**src/i2chp_map.svh**
```systemverilog
// Constants of the I2C host peripheral port
`ifndef I2CHP_MAP_SVH
`define I2CHP_MAP_SVH
`define I2CHP_CLK_MHZ          250
`define I2CHP_STRETCH_MAX_MS   20
`define I2CHP_STRETCH_CYC      (`I2CHP_STRETCH_MAX_MS * 1000 * `I2CHP_CLK_MHZ)
`define I2CHP_TSU_DAT_NS       100
`define I2CHP_TSU_CYC          ((`I2CHP_TSU_DAT_NS * `I2CHP_CLK_MHZ + 999) / 1000)
`define I2CHP_ADDR_DEFAULT     7'h42
`define I2CHP_NMEA_DEFAULT     7'h7f
`define I2CHP_IN_PROTO_DEFAULT 3'h7
`define I2CHP_OUT_PROTO_DEFAULT 3'h7
`define I2CHP_VBP_SCHED_DEFAULT 1'b0
`define I2CHP_RTCM_SCHED_DEFAULT 1'b0
`endif

```
**src/i2chp_pkg.sv**
```systemverilog
// Types of the I2C host peripheral port
package i2chp_pkg;
	typedef enum logic [2:0] {
		ST_IDLE,
		ST_ADDR,
		ST_ACK,
		ST_RX,
		ST_TX,
		ST_TXACK,
		ST_SKIP
	} i2chp_state_type;
endpackage

```
**src/i2chp_port.sv**
```systemverilog
// I2C target port core with clock stretching and default protocol enables
`timescale 1ns/100ps
`include "i2chp_map.svh"

// Summary of operation
// RULE1: The target decodes Fast-mode timing only and offers no Standard-mode fallback; the code has no timing check and follows bus edges at any rate.
// RULE2: The block is only a target and never drives clocks of its own except stretching low.
// RULE3: The target holds the clock low while its byte source or sink is not ready.
// RULE4: A single clock stretch is forcibly ended after 20 ms.
// RULE5: After a stretch, data is placed on the data line a set-up interval before the clock is freed.
// RULE6: With the host-port select strap at 0 the I2C port is disabled and releases both lines.
// RULE7: The SPI port is enabled only when the strap is low, otherwise UART and I2C stay in use.
// RULE8: The default NMEA sentence set equals the primary serial port set: GGA GLL GSA GSV RMC VTG TXT.
// RULE9: By default all three input protocols are accepted.
// RULE10: Vendor binary and RTCM output are enabled by default with no messages scheduled.
// RULE11: Only the own 7-bit address is acknowledged; other addresses leave the data line released.
module i2chp_port #(
	parameter logic [6:0] OWN_ADDR    = `I2CHP_ADDR_DEFAULT,
	parameter int         STRETCH_CYC = `I2CHP_STRETCH_CYC
) (
	input  wire logic        ref_clk_i,
	input  wire logic        reset_i,
	input  wire logic        scl_i,
	output logic             scl_o,
	output logic             scl_oe_o,
	input  wire logic        sda_i,
	output logic             sda_o,
	output logic             sda_oe_o,
	input  wire logic        host_sel_i,
	output logic             i2c_enable_o,
	output logic             spi_enable_o,
	output logic [6:0]       nmea_enable_o,
	output logic [2:0]       in_proto_enable_o,
	output logic [2:0]       out_proto_enable_o,
	output logic [1:0]       msg_sched_o,
	output logic [7:0]       rx_data_o,
	output logic             rx_valid_o,
	input  wire logic        rx_ready_i,
	input  wire logic [7:0]  tx_data_i,
	input  wire logic        tx_valid_i,
	output logic             tx_ready_o,
	output logic             stretch_timeout_o
);
	import i2chp_pkg::*;

	localparam int TSU_CYC = `I2CHP_TSU_CYC;

	i2chp_state_type state_q;
	logic [2:0]  scl_s_q;
	logic [2:0]  sda_s_q;
	logic [2:0]  sel_s_q;
	logic        scl_f_q;
	logic        sda_f_q;
	logic        sel_f_q;
	logic        scl_prev_q;
	logic        sda_prev_q;
	logic [7:0]  shift_q;
	logic [3:0]  bit_q;
	logic        rw_q;
	logic        stretch_q;
	logic [31:0] stretch_cnt_q;
	logic [7:0]  setup_cnt_q;
	logic        sda_drv_q;

	// Qualified line levels: a change counts once the last two stages agree
	always_ff @(posedge ref_clk_i) begin
		if (reset_i) begin
			scl_s_q <= 3'h7;
			sda_s_q <= 3'h7;
			sel_s_q <= 3'h7;
			scl_f_q <= 1'b1;
			sda_f_q <= 1'b1;
			sel_f_q <= 1'b1;
		end else begin
			scl_s_q <= {scl_s_q[1:0], scl_i};
			sda_s_q <= {sda_s_q[1:0], sda_i};
			sel_s_q <= {sel_s_q[1:0], host_sel_i};
			if (scl_s_q[2] == scl_s_q[1]) scl_f_q <= scl_s_q[2];
			if (sda_s_q[2] == sda_s_q[1]) sda_f_q <= sda_s_q[2];
			if (sel_s_q[2] == sel_s_q[1]) sel_f_q <= sel_s_q[2];
		end
	end

	always_ff @(posedge ref_clk_i) begin
		if (reset_i) begin
			scl_prev_q <= 1'b1;
			sda_prev_q <= 1'b1;
		end else begin
			scl_prev_q <= scl_f_q;
			sda_prev_q <= sda_f_q;
		end
	end

	wire scl_rise = scl_f_q & ~scl_prev_q;
	wire scl_fall = ~scl_f_q & scl_prev_q;
	wire start_c  = scl_f_q & scl_prev_q & sda_prev_q & ~sda_f_q;
	wire stop_c   = scl_f_q & scl_prev_q & ~sda_prev_q & sda_f_q;

	// Strap decode and default protocol settings
	always_ff @(posedge ref_clk_i) begin
		if (reset_i) begin
			i2c_enable_o       <= 1'b1;
			spi_enable_o       <= 1'b0;
			nmea_enable_o      <= `I2CHP_NMEA_DEFAULT;
			in_proto_enable_o  <= `I2CHP_IN_PROTO_DEFAULT;
			out_proto_enable_o <= `I2CHP_OUT_PROTO_DEFAULT;
			msg_sched_o        <= {`I2CHP_RTCM_SCHED_DEFAULT, `I2CHP_VBP_SCHED_DEFAULT};
		end else begin
			i2c_enable_o       <= sel_f_q; // [RULE6]
			spi_enable_o       <= ~sel_f_q; // [RULE7]
			nmea_enable_o      <= `I2CHP_NMEA_DEFAULT; // [RULE8]
			in_proto_enable_o  <= `I2CHP_IN_PROTO_DEFAULT; // [RULE9]
			out_proto_enable_o <= `I2CHP_OUT_PROTO_DEFAULT; // [RULE10]
			msg_sched_o        <= {`I2CHP_RTCM_SCHED_DEFAULT, `I2CHP_VBP_SCHED_DEFAULT}; // [RULE10]
		end
	end

	wire need_stretch = ((state_q == ST_RX) && rx_valid_o && !rx_ready_i) ||
		((state_q == ST_TX) && (bit_q == 4'h0) && tx_ready_o);

	// Byte state machine, sampling on the bus rise and shifting on the fall
	always_ff @(posedge ref_clk_i) begin
		if (reset_i || !i2c_enable_o) begin
			state_q    <= ST_IDLE; // [RULE6]
			shift_q    <= 8'h00;
			bit_q      <= 4'h0;
			rw_q       <= 1'b0;
			rx_data_o  <= 8'h00;
			rx_valid_o <= 1'b0;
			tx_ready_o <= 1'b0;
		end else begin
			if (rx_valid_o && rx_ready_i) rx_valid_o <= 1'b0;
			if (tx_ready_o && tx_valid_i) begin
				tx_ready_o <= 1'b0;
				shift_q    <= tx_data_i;
			end
			if (stop_c) begin
				state_q <= ST_IDLE;
			end else if (start_c) begin
				state_q <= ST_ADDR;
				bit_q   <= 4'h0;
			end else begin
				unique case (state_q)
					ST_IDLE, ST_SKIP: begin
					end
					ST_ADDR, ST_RX: begin
						if (scl_rise) begin
							shift_q <= {shift_q[6:0], sda_f_q};
							bit_q   <= bit_q + 4'h1;
						end
						if (scl_fall && bit_q == 4'h8) begin
							bit_q <= 4'h0;
							if (state_q == ST_ADDR) begin
								if (shift_q[7:1] == OWN_ADDR) begin // [RULE11]
									rw_q    <= shift_q[0];
									state_q <= ST_ACK;
								end else begin
									state_q <= ST_SKIP; // [RULE11]
								end
							end else begin
								rx_data_o  <= shift_q;
								rx_valid_o <= 1'b1;
								state_q    <= ST_ACK;
							end
						end
					end
					ST_ACK: begin
						if (scl_fall) begin
							state_q    <= rw_q ? ST_TX : ST_RX;
							tx_ready_o <= rw_q;
						end
					end
					ST_TX: begin
						if (scl_fall && !tx_ready_o) begin
							if (bit_q == 4'h7) begin
								state_q <= ST_TXACK;
								bit_q   <= 4'h0;
							end else begin
								shift_q <= {shift_q[6:0], 1'b1};
								bit_q   <= bit_q + 4'h1;
							end
						end
					end
					// Ready only after the acknowledge clock falls, so an early byte never meets a high clock
					ST_TXACK: begin
						if (scl_rise && sda_f_q) state_q <= ST_SKIP;
						if (scl_fall) begin
							state_q    <= ST_TX;
							tx_ready_o <= 1'b1;
						end
					end
				endcase
			end
		end
	end

	// Stretch control; timeout lets a lost host recover instead of hanging the bus
	always_ff @(posedge ref_clk_i) begin
		if (reset_i || !i2c_enable_o) begin
			stretch_q         <= 1'b0;
			stretch_cnt_q     <= 32'h0;
			setup_cnt_q       <= 8'h00;
			stretch_timeout_o <= 1'b0;
		end else begin
			stretch_timeout_o <= 1'b0;
			if (!scl_f_q && need_stretch && !stretch_q && stretch_cnt_q == 32'h0) begin
				stretch_q   <= 1'b1; // [RULE3]
				setup_cnt_q <= 8'h00;
			end else if (stretch_q) begin
				stretch_cnt_q <= stretch_cnt_q + 32'h1;
				if (stretch_cnt_q >= 32'(STRETCH_CYC - 1)) begin
					stretch_q         <= 1'b0; // [RULE4]
					stretch_timeout_o <= 1'b1;
				end else if (!need_stretch) begin
					if (setup_cnt_q >= 8'(TSU_CYC)) stretch_q <= 1'b0; // [RULE5]
					else setup_cnt_q <= setup_cnt_q + 8'h01;
				end else begin
					setup_cnt_q <= 8'h00;
				end
			end else if (scl_f_q) begin
				stretch_cnt_q <= 32'h0;
			end
		end
	end

	// Line drivers: only ever pull low, the controller owns the clock [RULE2]
	always_ff @(posedge ref_clk_i) begin
		if (reset_i || !i2c_enable_o) begin
			sda_drv_q <= 1'b0;
		end else begin
			sda_drv_q <= (state_q == ST_ACK) ||
				((state_q == ST_TX) && !tx_ready_o && !shift_q[7]);
		end
	end

	always_ff @(posedge ref_clk_i) begin
		if (reset_i) begin
			scl_o    <= 1'b0;
			scl_oe_o <= 1'b0;
			sda_o    <= 1'b0;
			sda_oe_o <= 1'b0;
		end else begin
			scl_o    <= 1'b0;
			sda_o    <= 1'b0;
			scl_oe_o <= stretch_q & i2c_enable_o; // [RULE3]
			sda_oe_o <= sda_drv_q & i2c_enable_o; // [RULE6]
		end
	end
endmodule

```
**config.mk**
```make
export PLATFORM = sky130hd
export DESIGN_NAME = i2chp_port
export DESIGN_NICKNAME = d
export VERILOG_FILES = /design/src/i2chp_pkg.sv /design/src/i2chp_port.sv
export VERILOG_INCLUDE_DIRS = /design/src /design/src/src
export SDC_FILE = /design/constraint.sdc
export NUM_CORES = 1
export LEC_CHECK = 0
export BUFFER_PORTS_ARGS = -buffer_cell sky130_fd_sc_hd__clkbuf_2
export CAP_MARGIN = 20
export CORE_ASPECT_RATIO = 1.75
export CORE_UTILIZATION = 45
export DETAILED_ROUTE_END_ITERATION = 8
export PLACE_DENSITY_LB_ADDON = 0.15
export REMOVE_ABC_BUFFERS = 1
export SLEW_MARGIN = 20
export SYNTH_ARGS = -nofsm -noshare
export SYNTH_HDL_FRONTEND = slang
export SYNTH_SLANG_ARGS = --single-unit
```
**constraint.sdc**
```tcl
create_clock -name ref_clk_i -period 3.25 [get_ports ref_clk_i]
set_input_delay 0.1625 -clock ref_clk_i [delete_from_list [all_inputs] [get_ports ref_clk_i]]
set_output_delay 0.1625 -clock ref_clk_i [all_outputs]
set_load 0.02 [all_outputs]
```
# Word level (Yosys, flattened, before mapping)
# Index checks and enable logic that the tools add are counted.
word_totals:
  reg_bits: 87
  inputBits: 15
op_classes:
  n_eq_ne: 23
  n_lt_le_gt_ge: 2
  n_reduce_logical: 41
  n_mux: 46
  addsub: 3
  bitwise_logic: 20
ops:
  columns: ["cell", "n"]
  rows:
  - ["32-bit 2-to-1 mux", 2]
  - ["8-bit 2-to-1 mux", 8]
  - ["32-bit by 1-bit adder with 32-bit output (second input constant)", 1]
  - ["32-bit by 23-bit >= comparator with 1-bit output (second input constant)", 1]
  - ["32-bit logical NOT", 1]
  - ["3-bit 2-to-1 mux", 9]
  - ["4-bit 2-to-1 mux", 5]
  - ["1-bit 2-to-1 mux", 18]
  - ["6-bit AND reduction", 3]
  - ["8-bit case mux with 2 select lines", 1]
  - ["3-bit inequality test (second input constant)", 5]
  - ["1-bit logical AND", 14]
  - ["3-bit case mux with 4 select lines", 1]
  - ["1-bit NOT", 11]
  - ["2-bit inequality test (second input constant)", 5]
  - ["1-bit AND", 9]
  - ["8-bit by 1-bit adder with 8-bit output (second input constant)", 1]
  - ["8-bit by 5-bit >= comparator with 1-bit output (second input constant)", 1]
  - ["4-bit inequality test (second input constant)", 2]
  - ["4-bit case mux with 2 select lines", 1]
  - ["7-bit equality test (second input constant)", 1]
  - ["3-bit by 2-bit equality test with 1-bit output (second input constant)", 2]
  - ["3-bit equality test (second input constant)", 2]
  - ["1-bit logical NOT", 6]
  - ["18 further kinds", 25]

# Logic depth before layout (Yosys ltp)
# Gate-level depths: netlist (run 1).
depth:
  word_depth: 9
  depth_mapped: 8
  depth_no_buf: 7

# Worst setup path after synthesis (run 1)
# Ideal clock, no wire load.
synth_timing:
  kind: "flip-flop to flip-flop"
  startpoint: "reg stretch_cnt_q[11]"
  endpoint: "reg stretch_cnt_q[27]"
  setup_slack_ns: 1.409
  arrival_ns: 1.776
  setup_time_ns: 0.065
  path_buffers: 1
  path_stages_with_launch: 7
  t_required_ns: 3.185
  cell_sequence: "dfxtp_1 > nand4_1 > or3_4 > buf_6 > nor4_1 > mux2_2 > nor2_1"
synth_between:
  elab_chain_len: 4
  word_cells_on_any_way: 6
  classes_between: "add/sub: 1; mux: 1; bitwise: 1; reduce/logical: 3"
synth_lines:
  columns: ["element", "line", "rtl"]
  rows:
  - ["start, declared", "i2chp_port.sv:61", "logic [31:0] stretch_cnt_q;"]
  - ["start signal, assigned", "i2chp_port.sv:210", "stretch_cnt_q <= stretch_cnt_q + 32'h1;"]
  - ["branches (longest 4 deep; another with 32-bit by 1-bit adder with 32-bit output)", null, null]
# Parallel ways; which one is timed is not known.
# A chain may end at the register's enable or synchronous reset.

# Worst setup path after layout (run 1)
layout_timing:
  startpoint: "reg stretch_q"
  endpoint: "reg stretch_cnt_q[23]"
layout_between:
  elab_chain_len: 5
  word_cells_on_any_way: 7
  classes_between: "mux: 1; bitwise: 1; reduce/logical: 5"
layout_lines:
  columns: ["element", "line", "rtl"]
  rows:
  - ["start, declared", "i2chp_port.sv:60", "logic stretch_q;"]
  - ["start signal, assigned", "i2chp_port.sv:200", "stretch_q <= 1'b0;"]
  - ["start signal, assigned", "i2chp_port.sv:207", "stretch_q <= 1'b1;"]
  - ["start signal, assigned", "i2chp_port.sv:212", "stretch_q <= 1'b0;"]
  - ["1-bit logical NOT", "i2chp_port.sv:206", "if (!scl_f_q && need_stretch && !stretch_q && stretch_cnt_q == 32'h0) begin"]
  - ["1-bit logical AND (2 in series)", "i2chp_port.sv:206", null]
  - ["1-bit NOT (no line)", null, null]
  - ["2-bit AND reduction (no line)", null, null]
# Several ways; a longest one is shown, not always the timed one.

==> results of run 1 <==
## cell usage after synthesis (all sizes together), types with 9 or more instances
library cell	count
nand2b	11
nor2b	9
buf	26
nand3	22
mux2	11
mux2i	17
nor2	43
nor4	19
nand2	42
nor3	14
nand4	9
dfxtp	87
or3	10
clkbuf	14
a21oi	27
inv	19
o21ai	18
or2	12
## worst paths after layout
kind	startpoint	end	slack (ns)
worst min register to register	scl_s_q[0]	scl_s_q[1]	0.41
worst max-delay path	stretch_q	stretch_cnt_q[23]	0.85
worst min-delay path	tx_data_i[3]	shift_q[3]	0.09
worst max register to register	stretch_q	stretch_cnt_q[23]	0.85
## per-stage QoR
| step | hold WS [ns] | instance area, µm² |
|---|---|---|
| detailed placement | 0.350 | 4540 |
| global placement | 0.346 | 4540 |
| floorplan | 0.241 | 4220 |
| finish | 0.0880 | 4850 |
| CTS | 0.0826 | 4850 |
| global route | 0.0819 | 4850 |
## cells by family (layout without fill, tap and decap cells)
| kind of cell | Yosys count | count (layout) | share of synthesized area |
|---|---|---|---|
| AOI/OAI and AO/OA | 96 | 96 | 0.151 |
| xor gates and xnor gates | 4 | 4 | 0.00797 |
| adders and majority gates | 7 | 7 | 0.0199 |
| buffers and inverters | 59 | 70 | 0.0700 |
| DFF | 87 | 87 | 0.396 |
| muxes | 28 | 28 | 0.0669 |
| other | 2 | 17 | 0.00171 |
| and+or+nand+nor | 229 | 229 | 0.286 |
## timing repair
| action | in CTS | in global routing |
|---|---|---|
| resized for setup | 0 | 0 |
| hold endpoints to repair | 3 | 0 |
| hold buffers | 3 | 0 |
## layout make-up
cell class                      instances  area [µm²]
Timing Repair Buffer                   35         198
Sequential cell                        87        1740
Tap cell                              122         153
Clock buffer                           10         239
Multi-Input combinational cell        381        2400
Fill cell                             923        4620
Inverter                               19        71.3
Clock inverter                          6        45.0
## worst reg2reg max path, stage by stage (launching register included)
cell	delay [ns]
sky130_fd_sc_hd__dfxtp_1	0.64
sky130_fd_sc_hd__and3_1	0.28
sky130_fd_sc_hd__nand3_1	0.48
sky130_fd_sc_hd__nor3_1	0.51
sky130_fd_sc_hd__mux2_1	0.36
sky130_fd_sc_hd__nor2_1	0.08
## layer usage
layer | vias to the layer above | part of all wire
li1 | 1869 | -
met1 | 1775 | 0.40
met2 | 59 | 0.55
met3 | 18 | 0.024
met4 | 0 | 0.025
met5 | - | 0
## power breakdown
| part | switching [W] | internal, W | total, W |
|---|---|---|---|
| clock network | 0.000438 | 0.000541 | 0.000979 |
| logic | 0.0000409 | 0.0000163 | 0.0000571 |
| registers | 0.00000228 | 0.00107 | 0.00107 |
## state kept, by name (all words and copies together), names as in the netlist, 3 cells and up
register / flops
rx_data_o: 8
stretch_cnt_q: 32
state_q: 3
setup_cnt_q: 8
sel_s_q: 3
bit_q: 4
scl_s_q: 3
shift_q: 8
sda_s_q: 3
==> run_summary.xml, run 1 <==
<?xml version="1.0" encoding="UTF-8"?>
<metrics>
  <group name="run_status">
    <metric name="status" unit="">completed</metric>
  </group>
  <group name="sta">
    <metric name="timing.final.max_slew_violations" unit="">0</metric>
    <metric name="finalCritPeriodShare" unit="">0.738</metric>
    <metric name="final_critical_path_setup_slack" unit="ns">0.853</metric>
    <metric name="slew_headroom" unit="">0.555</metric>
    <metric name="worst_clock_skew" unit="ns">0.00602</metric>
    <metric name="worst_pin_slew" unit="ns">0.666</metric>
    <metric name="period_needed" unit="ns">2.40</metric>
    <metric name="setup_tns" unit="ns">0</metric>
    <metric name="max_freq" unit="MHz">417</metric>
    <metric name="unrepaired_setup_endpoints_after_global_routing" unit="">false</metric>
    <metric name="timing.final.hold_violations" unit="">0</metric>
    <metric name="report.final.setup_viol" unit="">0</metric>
  </group>
  <group name="global_route">
    <metric name="grt_pass1_vias" unit="">3599</metric>
    <metric name="grt_overflow" unit="">0</metric>
    <metric name="gr-usage-all-layers" unit="">0.202</metric>
    <metric name="groute.layer.met1.usage" unit="">0.214</metric>
    <metric name="grt_first_pass_wirelength" unit="µm">16500</metric>
    <metric name="maximum_number_of_pins_on_one_net_before_global_route_repair" unit="">32</metric>
    <metric name="use_met3" unit="">0.0317</metric>
    <metric name="met2_usage" unit="">0.383</metric>
    <metric name="grt.busiest_layer" unit="">met2</metric>
    <metric name="antenna_found_initial" unit="">0</metric>
  </group>
  <group name="logic_synthesis">
    <metric name="postSynth.asyncResetShare" unit="">0</metric>
    <metric name="dominantRegCellSynth" unit="">sky130_fd_sc_hd__dfxtp_1</metric>
    <metric name="yosysTopAreaCell" unit="">sky130_fd_sc_hd__dfxtp_1</metric>
    <metric name="postSynthAreaPerCell" unit="µm²">8.58</metric>
    <metric name="seq_area_frac_synth" unit="">0.396</metric>
    <metric name="number_of_flops_mapped_to_enable_cells_by_yosys" unit="">0</metric>
    <metric name="yosys.area.top_type_share" unit="">0.396</metric>
    <metric name="syn_inst" unit="">512</metric>
    <metric name="post_synth_num_cell_types" unit="">63</metric>
    <metric name="synth_area" unit="mm²">0.00440</metric>
    <metric name="synth.ff_latch_count" unit="">87</metric>
    <metric name="area_contributors_post_synth" unit="">sky130_fd_sc_hd__dfxtp_1, sky130_fd_sc_hd__mux2i_1, sky130_fd_sc_hd__nor2_1</metric>
    <metric name="ys_warn_count" unit="">0</metric>
  </group>
  <group name="routing">
    <metric name="detailedRoute.firstPassIterationCount" unit="">4</metric>
    <metric name="drt.antenna.violating_nets" unit="">0</metric>
    <metric name="drt-wirelength-per-cell" unit="µm">14.9</metric>
    <metric name="vias_per_cell" unit="">5.64</metric>
    <metric name="first_iter_violations" unit="">212</metric>
    <metric name="drt_drc_violations_left" unit="">0</metric>
    <metric name="num_vias" unit="">3721</metric>
    <metric name="detail_route.wirelength" unit="µm">9860</metric>
  </group>
  <group name="hold_path">
    <metric name="hold_class" unit="">in2reg</metric>
    <metric name="timing.hold.worst_path_depth" unit="">3</metric>
  </group>
  <group name="cells_and_area">
    <metric name="layout.core_utilization" unit="">0.512</metric>
    <metric name="share_of_final_layout_standard_cells_stronger_than_drive_strength_1" unit="">0.134</metric>
    <metric name="area.growth.synth_to_final" unit="%">10.4</metric>
    <metric name="fin_cells" unit="">660</metric>
    <metric name="antenna_cells" unit="">0</metric>
    <metric name="mostFrequentLayoutCell" unit="">sky130_fd_sc_hd__dfxtp_1</metric>
    <metric name="mostFrequentLayoutCells" unit="">sky130_fd_sc_hd__dfxtp_1, sky130_fd_sc_hd__nor2_1, sky130_fd_sc_hd__nand2_1</metric>
    <metric name="final_nets" unit="">555</metric>
  </group>
  <group name="place">
    <metric name="dpl.hpwl" unit="µm">7120</metric>
    <metric name="place_inst" unit="">641</metric>
    <metric name="detailedPlace.worstSlack" unit="ns">0.886</metric>
    <metric name="place.port_buffers" unit="">29</metric>
    <metric name="gp_congestion" unit="">0.861</metric>
  </group>
  <group name="setup_path">
    <metric name="timing.critical_path.fanout_max" unit="">18</metric>
    <metric name="crit_required" unit="ns">3.53</metric>
    <metric name="critPathArrivalTime" unit="ns">2.68</metric>
    <metric name="path_buf_inv" unit="">0</metric>
    <metric name="critical-path-slowest-cell" unit="">sky130_fd_sc_hd__dfxtp_1</metric>
    <metric name="timing.critical_path.to_type" unit="">register</metric>
    <metric name="timing.critical_path.max_delay_family" unit="">simple AND/OR/NAND/NOR gates</metric>
    <metric name="critical-path-max-stage-delay" unit="ns">0.64</metric>
    <metric name="critical_path_class" unit="">reg2reg</metric>
    <metric name="crit_cells" unit="">5</metric>
    <metric name="reg2regPathDepth" unit="">5</metric>
    <metric name="worstPathCellList" unit="">and3_1 -&gt; nand3_1 -&gt; nor3_1 -&gt; mux2_1 -&gt; nor2_1</metric>
    <metric name="cp-start-kind" unit="">register</metric>
  </group>
  <group name="flow_run">
    <metric name="max_cap_viol_count" unit="">0</metric>
  </group>
  <group name="clock_tree">
    <metric name="cts_made_buffers" unit="">9</metric>
    <metric name="post-cts-setup-buffer-count" unit="">0</metric>
    <metric name="clock_sink_count" unit="">87</metric>
    <metric name="cts_htree_levels" unit="">3</metric>
    <metric name="cts_buffer_depth" unit="">2</metric>
    <metric name="cts.clk_slew.worst_paths" unit="ns">0.07</metric>
    <metric name="clockRootBuffer" unit="">sky130_fd_sc_hd__clkbuf_16</metric>
    <metric name="clk-insertion-delay-late" unit="ns">0.34</metric>
    <metric name="tritoncts_clock_tree" unit="">yes</metric>
  </group>
  <group name="power">
    <metric name="vdd_ir_drop_max" unit="mV">0.291</metric>
    <metric name="powerDensity" unit="mW/mm²">435</metric>
    <metric name="cellLeakagePower" unit="nW">1.78</metric>
    <metric name="report.power.total" unit="W">0.00211</metric>
  </group>
  <group name="floorplan">
    <metric name="die_y" unit="µm">133</metric>
    <metric name="rows" unit="">47</metric>
    <metric name="die_area" unit="mm²">0.0102</metric>
    <metric name="start_util" unit="">0.464</metric>
    <metric name="core_area" unit="mm²">0.00947</metric>
    <metric name="dieWidth" unit="µm">76.7</metric>
    <metric name="io_pins" unit="">47</metric>
  </group>
</metrics>
(Power assumes the default switching activity.)
==> inputs of run 2 (changes only) <==
- clock period: 3.25 -> 2.1 ns (I/O delays scaled with it)
==> run_summary.xml, run 2 (synthesized netlist as in run 1, its figures left out) <==
<?xml version="1.0" encoding="UTF-8"?>
<metrics>
  <group name="run_status">
    <metric name="status" unit="">completed</metric>
  </group>
  <group name="sta">
    <metric name="finalCritPeriodShare" unit="">0.970</metric>
    <metric name="finalHoldWorstSlack" unit="ns">0.0361</metric>
    <metric name="report.final.setup_viol" unit="">0</metric>
    <metric name="worst_pin_slew" unit="ns">0.626</metric>
    <metric name="final_critical_path_setup_slack" unit="ns">0.0632</metric>
    <metric name="worst_clock_skew" unit="ns">0.00849</metric>
    <metric name="timing.final.max_slew_violations" unit="">0</metric>
    <metric name="timing.final.hold_violations" unit="">0</metric>
    <metric name="setup_tns" unit="ns">0</metric>
    <metric name="max_freq" unit="MHz">491</metric>
    <metric name="period_needed" unit="ns">2.04</metric>
    <metric name="unrepaired_setup_endpoints_after_global_routing" unit="">true</metric>
    <metric name="slew_headroom" unit="">0.579</metric>
  </group>
  <group name="setup_path">
    <metric name="timing.critical_path.to_type" unit="">register</metric>
    <metric name="critPathArrivalTime" unit="ns">2.27</metric>
    <metric name="regToRegSetupSlack" unit="ns">0.06</metric>
    <metric name="r2r_end" unit="">setup_cnt_q[2]</metric>
    <metric name="crit-reg2reg-launch" unit="">stretch_cnt_q[15]</metric>
    <metric name="crit_required" unit="ns">2.33</metric>
    <metric name="cp-start-kind" unit="">register</metric>
    <metric name="critical_path_class" unit="">reg2reg</metric>
    <metric name="timing.critical_path.fanout_max" unit="">9</metric>
    <metric name="reg2regPathDepth" unit="">6</metric>
  </group>
  <group name="floorplan">
    <metric name="io_pins" unit="">47</metric>
    <metric name="rows" unit="">47</metric>
    <metric name="start_util" unit="">0.464</metric>
    <metric name="core_area" unit="mm²">0.00947</metric>
    <metric name="dieWidth" unit="µm">76.7</metric>
    <metric name="die_y" unit="µm">133</metric>
    <metric name="die_area" unit="mm²">0.0102</metric>
  </group>
  <group name="cells_and_area">
    <metric name="mostFrequentLayoutCell" unit="">sky130_fd_sc_hd__dfxtp_1</metric>
    <metric name="share_of_final_layout_standard_cells_stronger_than_drive_strength_1" unit="">0.194</metric>
    <metric name="area.growth.synth_to_final" unit="%">17.1</metric>
    <metric name="largest-register" unit="">stretch_cnt_q</metric>
    <metric name="largest_register_ffs" unit="">32</metric>
    <metric name="antenna_cells" unit="">0</metric>
    <metric name="fin_cells" unit="">683</metric>
    <metric name="final_nets" unit="">578</metric>
    <metric name="mostFrequentLayoutCells" unit="">sky130_fd_sc_hd__dfxtp_1, sky130_fd_sc_hd__nor2_1, sky130_fd_sc_hd__nand2_1</metric>
  </group>
  <group name="clock_tree">
    <metric name="clockRootBuffer" unit="">sky130_fd_sc_hd__clkbuf_16</metric>
    <metric name="cts_buffer_depth" unit="">2</metric>
    <metric name="cts.clk_slew.worst_paths" unit="ns">0.07</metric>
    <metric name="clock_sink_count" unit="">87</metric>
    <metric name="cts_made_buffers" unit="">9</metric>
    <metric name="tritoncts_clock_tree" unit="">yes</metric>
    <metric name="clk-insertion-delay-late" unit="ns">0.34</metric>
    <metric name="cts_htree_levels" unit="">3</metric>
  </group>
  <group name="place">
    <metric name="place_inst" unit="">663</metric>
    <metric name="dpl.hpwl" unit="µm">7330</metric>
    <metric name="place.port_buffers" unit="">29</metric>
    <metric name="detailedPlace.worstSlack" unit="ns">0.0348</metric>
    <metric name="gp_congestion" unit="">0.907</metric>
  </group>
  <group name="routing">
    <metric name="drt-wirelength-per-cell" unit="µm">15.0</metric>
    <metric name="first_iter_violations" unit="">191</metric>
    <metric name="num_vias" unit="">3856</metric>
    <metric name="vias_per_cell" unit="">5.65</metric>
    <metric name="detailedRoute.firstPassIterationCount" unit="">5</metric>
    <metric name="drt_drc_violations_left" unit="">0</metric>
    <metric name="detail_route.wirelength" unit="µm">10300</metric>
    <metric name="drt.antenna.violating_nets" unit="">0</metric>
  </group>
  <group name="power">
    <metric name="report.power.total" unit="W">0.00341</metric>
    <metric name="vdd_ir_drop_max" unit="mV">0.465</metric>
    <metric name="powerDensity" unit="mW/mm²">662</metric>
    <metric name="cellLeakagePower" unit="nW">1.93</metric>
  </group>
  <group name="global_route">
    <metric name="gr-usage-all-layers" unit="">0.203</metric>
    <metric name="grt_first_pass_wirelength" unit="µm">16700</metric>
    <metric name="grt_overflow" unit="">0</metric>
    <metric name="antenna_found_initial" unit="">0</metric>
    <metric name="maximum_number_of_pins_on_one_net_before_global_route_repair" unit="">26</metric>
    <metric name="grt_pass1_vias" unit="">3713</metric>
  </group>
  <group name="hold_path">
    <metric name="hold-path-endpoint" unit="">shift_q[1]</metric>
    <metric name="hold_path_startpoint" unit="">tx_data_i[1]</metric>
    <metric name="hold_class" unit="">in2reg</metric>
    <metric name="timing.hold.worst_path_depth" unit="">3</metric>
  </group>
  <group name="flow_run">
    <metric name="max_cap_viol_count" unit="">0</metric>
  </group>
</metrics>
-- run 2: worst max-delay path, stage by stage, from the launching register on --
cell                        delay (ns)
sky130_fd_sc_hd__dfxtp_1          0.48
sky130_fd_sc_hd__a2111oi_0        0.12
sky130_fd_sc_hd__o31ai_1          0.55
sky130_fd_sc_hd__a21boi_1         0.16
sky130_fd_sc_hd__buf_4            0.19
sky130_fd_sc_hd__and4_1           0.22
sky130_fd_sc_hd__a32o_1           0.21
-- run 2: how the worst max path moves through the flow --
stage | start | slack [ns] | depth (start not counted) | endpoint
after floorplan | i2c_enable_o | 0.16 | 3 | shift_q[1]
after global placement | state_q[0] | -0.0001 | 5 | setup_cnt_q[7]
after detailed placement | state_q[0] | 0.03 | 5 | setup_cnt_q[2]
after CTS | state_q[0] | 0.01 | 5 | setup_cnt_q[2]
after global routing | stretch_cnt_q[15] | -0.11 | 6 | setup_cnt_q[4]
final | stretch_cnt_q[15] | 0.06 | 6 | setup_cnt_q[2]
-- run 2: routing by layer --
metal  GRT usage  routed length, µm  vias to the layer above
met4      0.0919                247                        0
met2       0.393               5770                       76
li1            -                  -                     1920
met5           0                  0                        -
met1       0.204               3950                     1838
met3      0.0379                286                       22
-- run 2: report_power, final --
part | switching (W) | leakage (nW) | internal [W] | total (W)
Sequential | 0.00000333 | 0.704 | 0.00166 | 0.00166
Combinational | 0.0000654 | 1.08 | 0.0000269 | 0.0000923
Clock | 0.000700 | 0.152 | 0.000953 | 0.00165
Total | 0.000769 | 1.93 | 0.00264 | 0.00341
-- run 2: cell type report --
| type | instances | area, µm² |
|---|---|---|
| sequential | 87 | 1750 |
| fill | 904 | 4320 |
| clock inverter | 7 | 88.8 |
| tap | 122 | 153 |
| multi-input combinational | 381 | 2480 |
| clock buffer | 9 | 225 |
| inverter | 19 | 71.3 |
| timing repair buffer | 58 | 383 |
-- run 2: metrics by stage --
stage          instance area [µm²]   util
3_3_place_gp                  4720  0.498
6_report                      5140  0.543
5_1_grt                       5140  0.543
3_5_place_dp                  4720  0.498
4_1_cts                       5060  0.534
2_1_floorplan                 4220      -
-- run 2: repair_timing --
action | 4_1_cts | 5_1_grt
setup buffers | 0 | 1
hold buffers | 3 | 0
resized for setup | 0 | 17
hold endpoints to repair | 3 | 0
endpoints found under the setup margin | 0 | 20
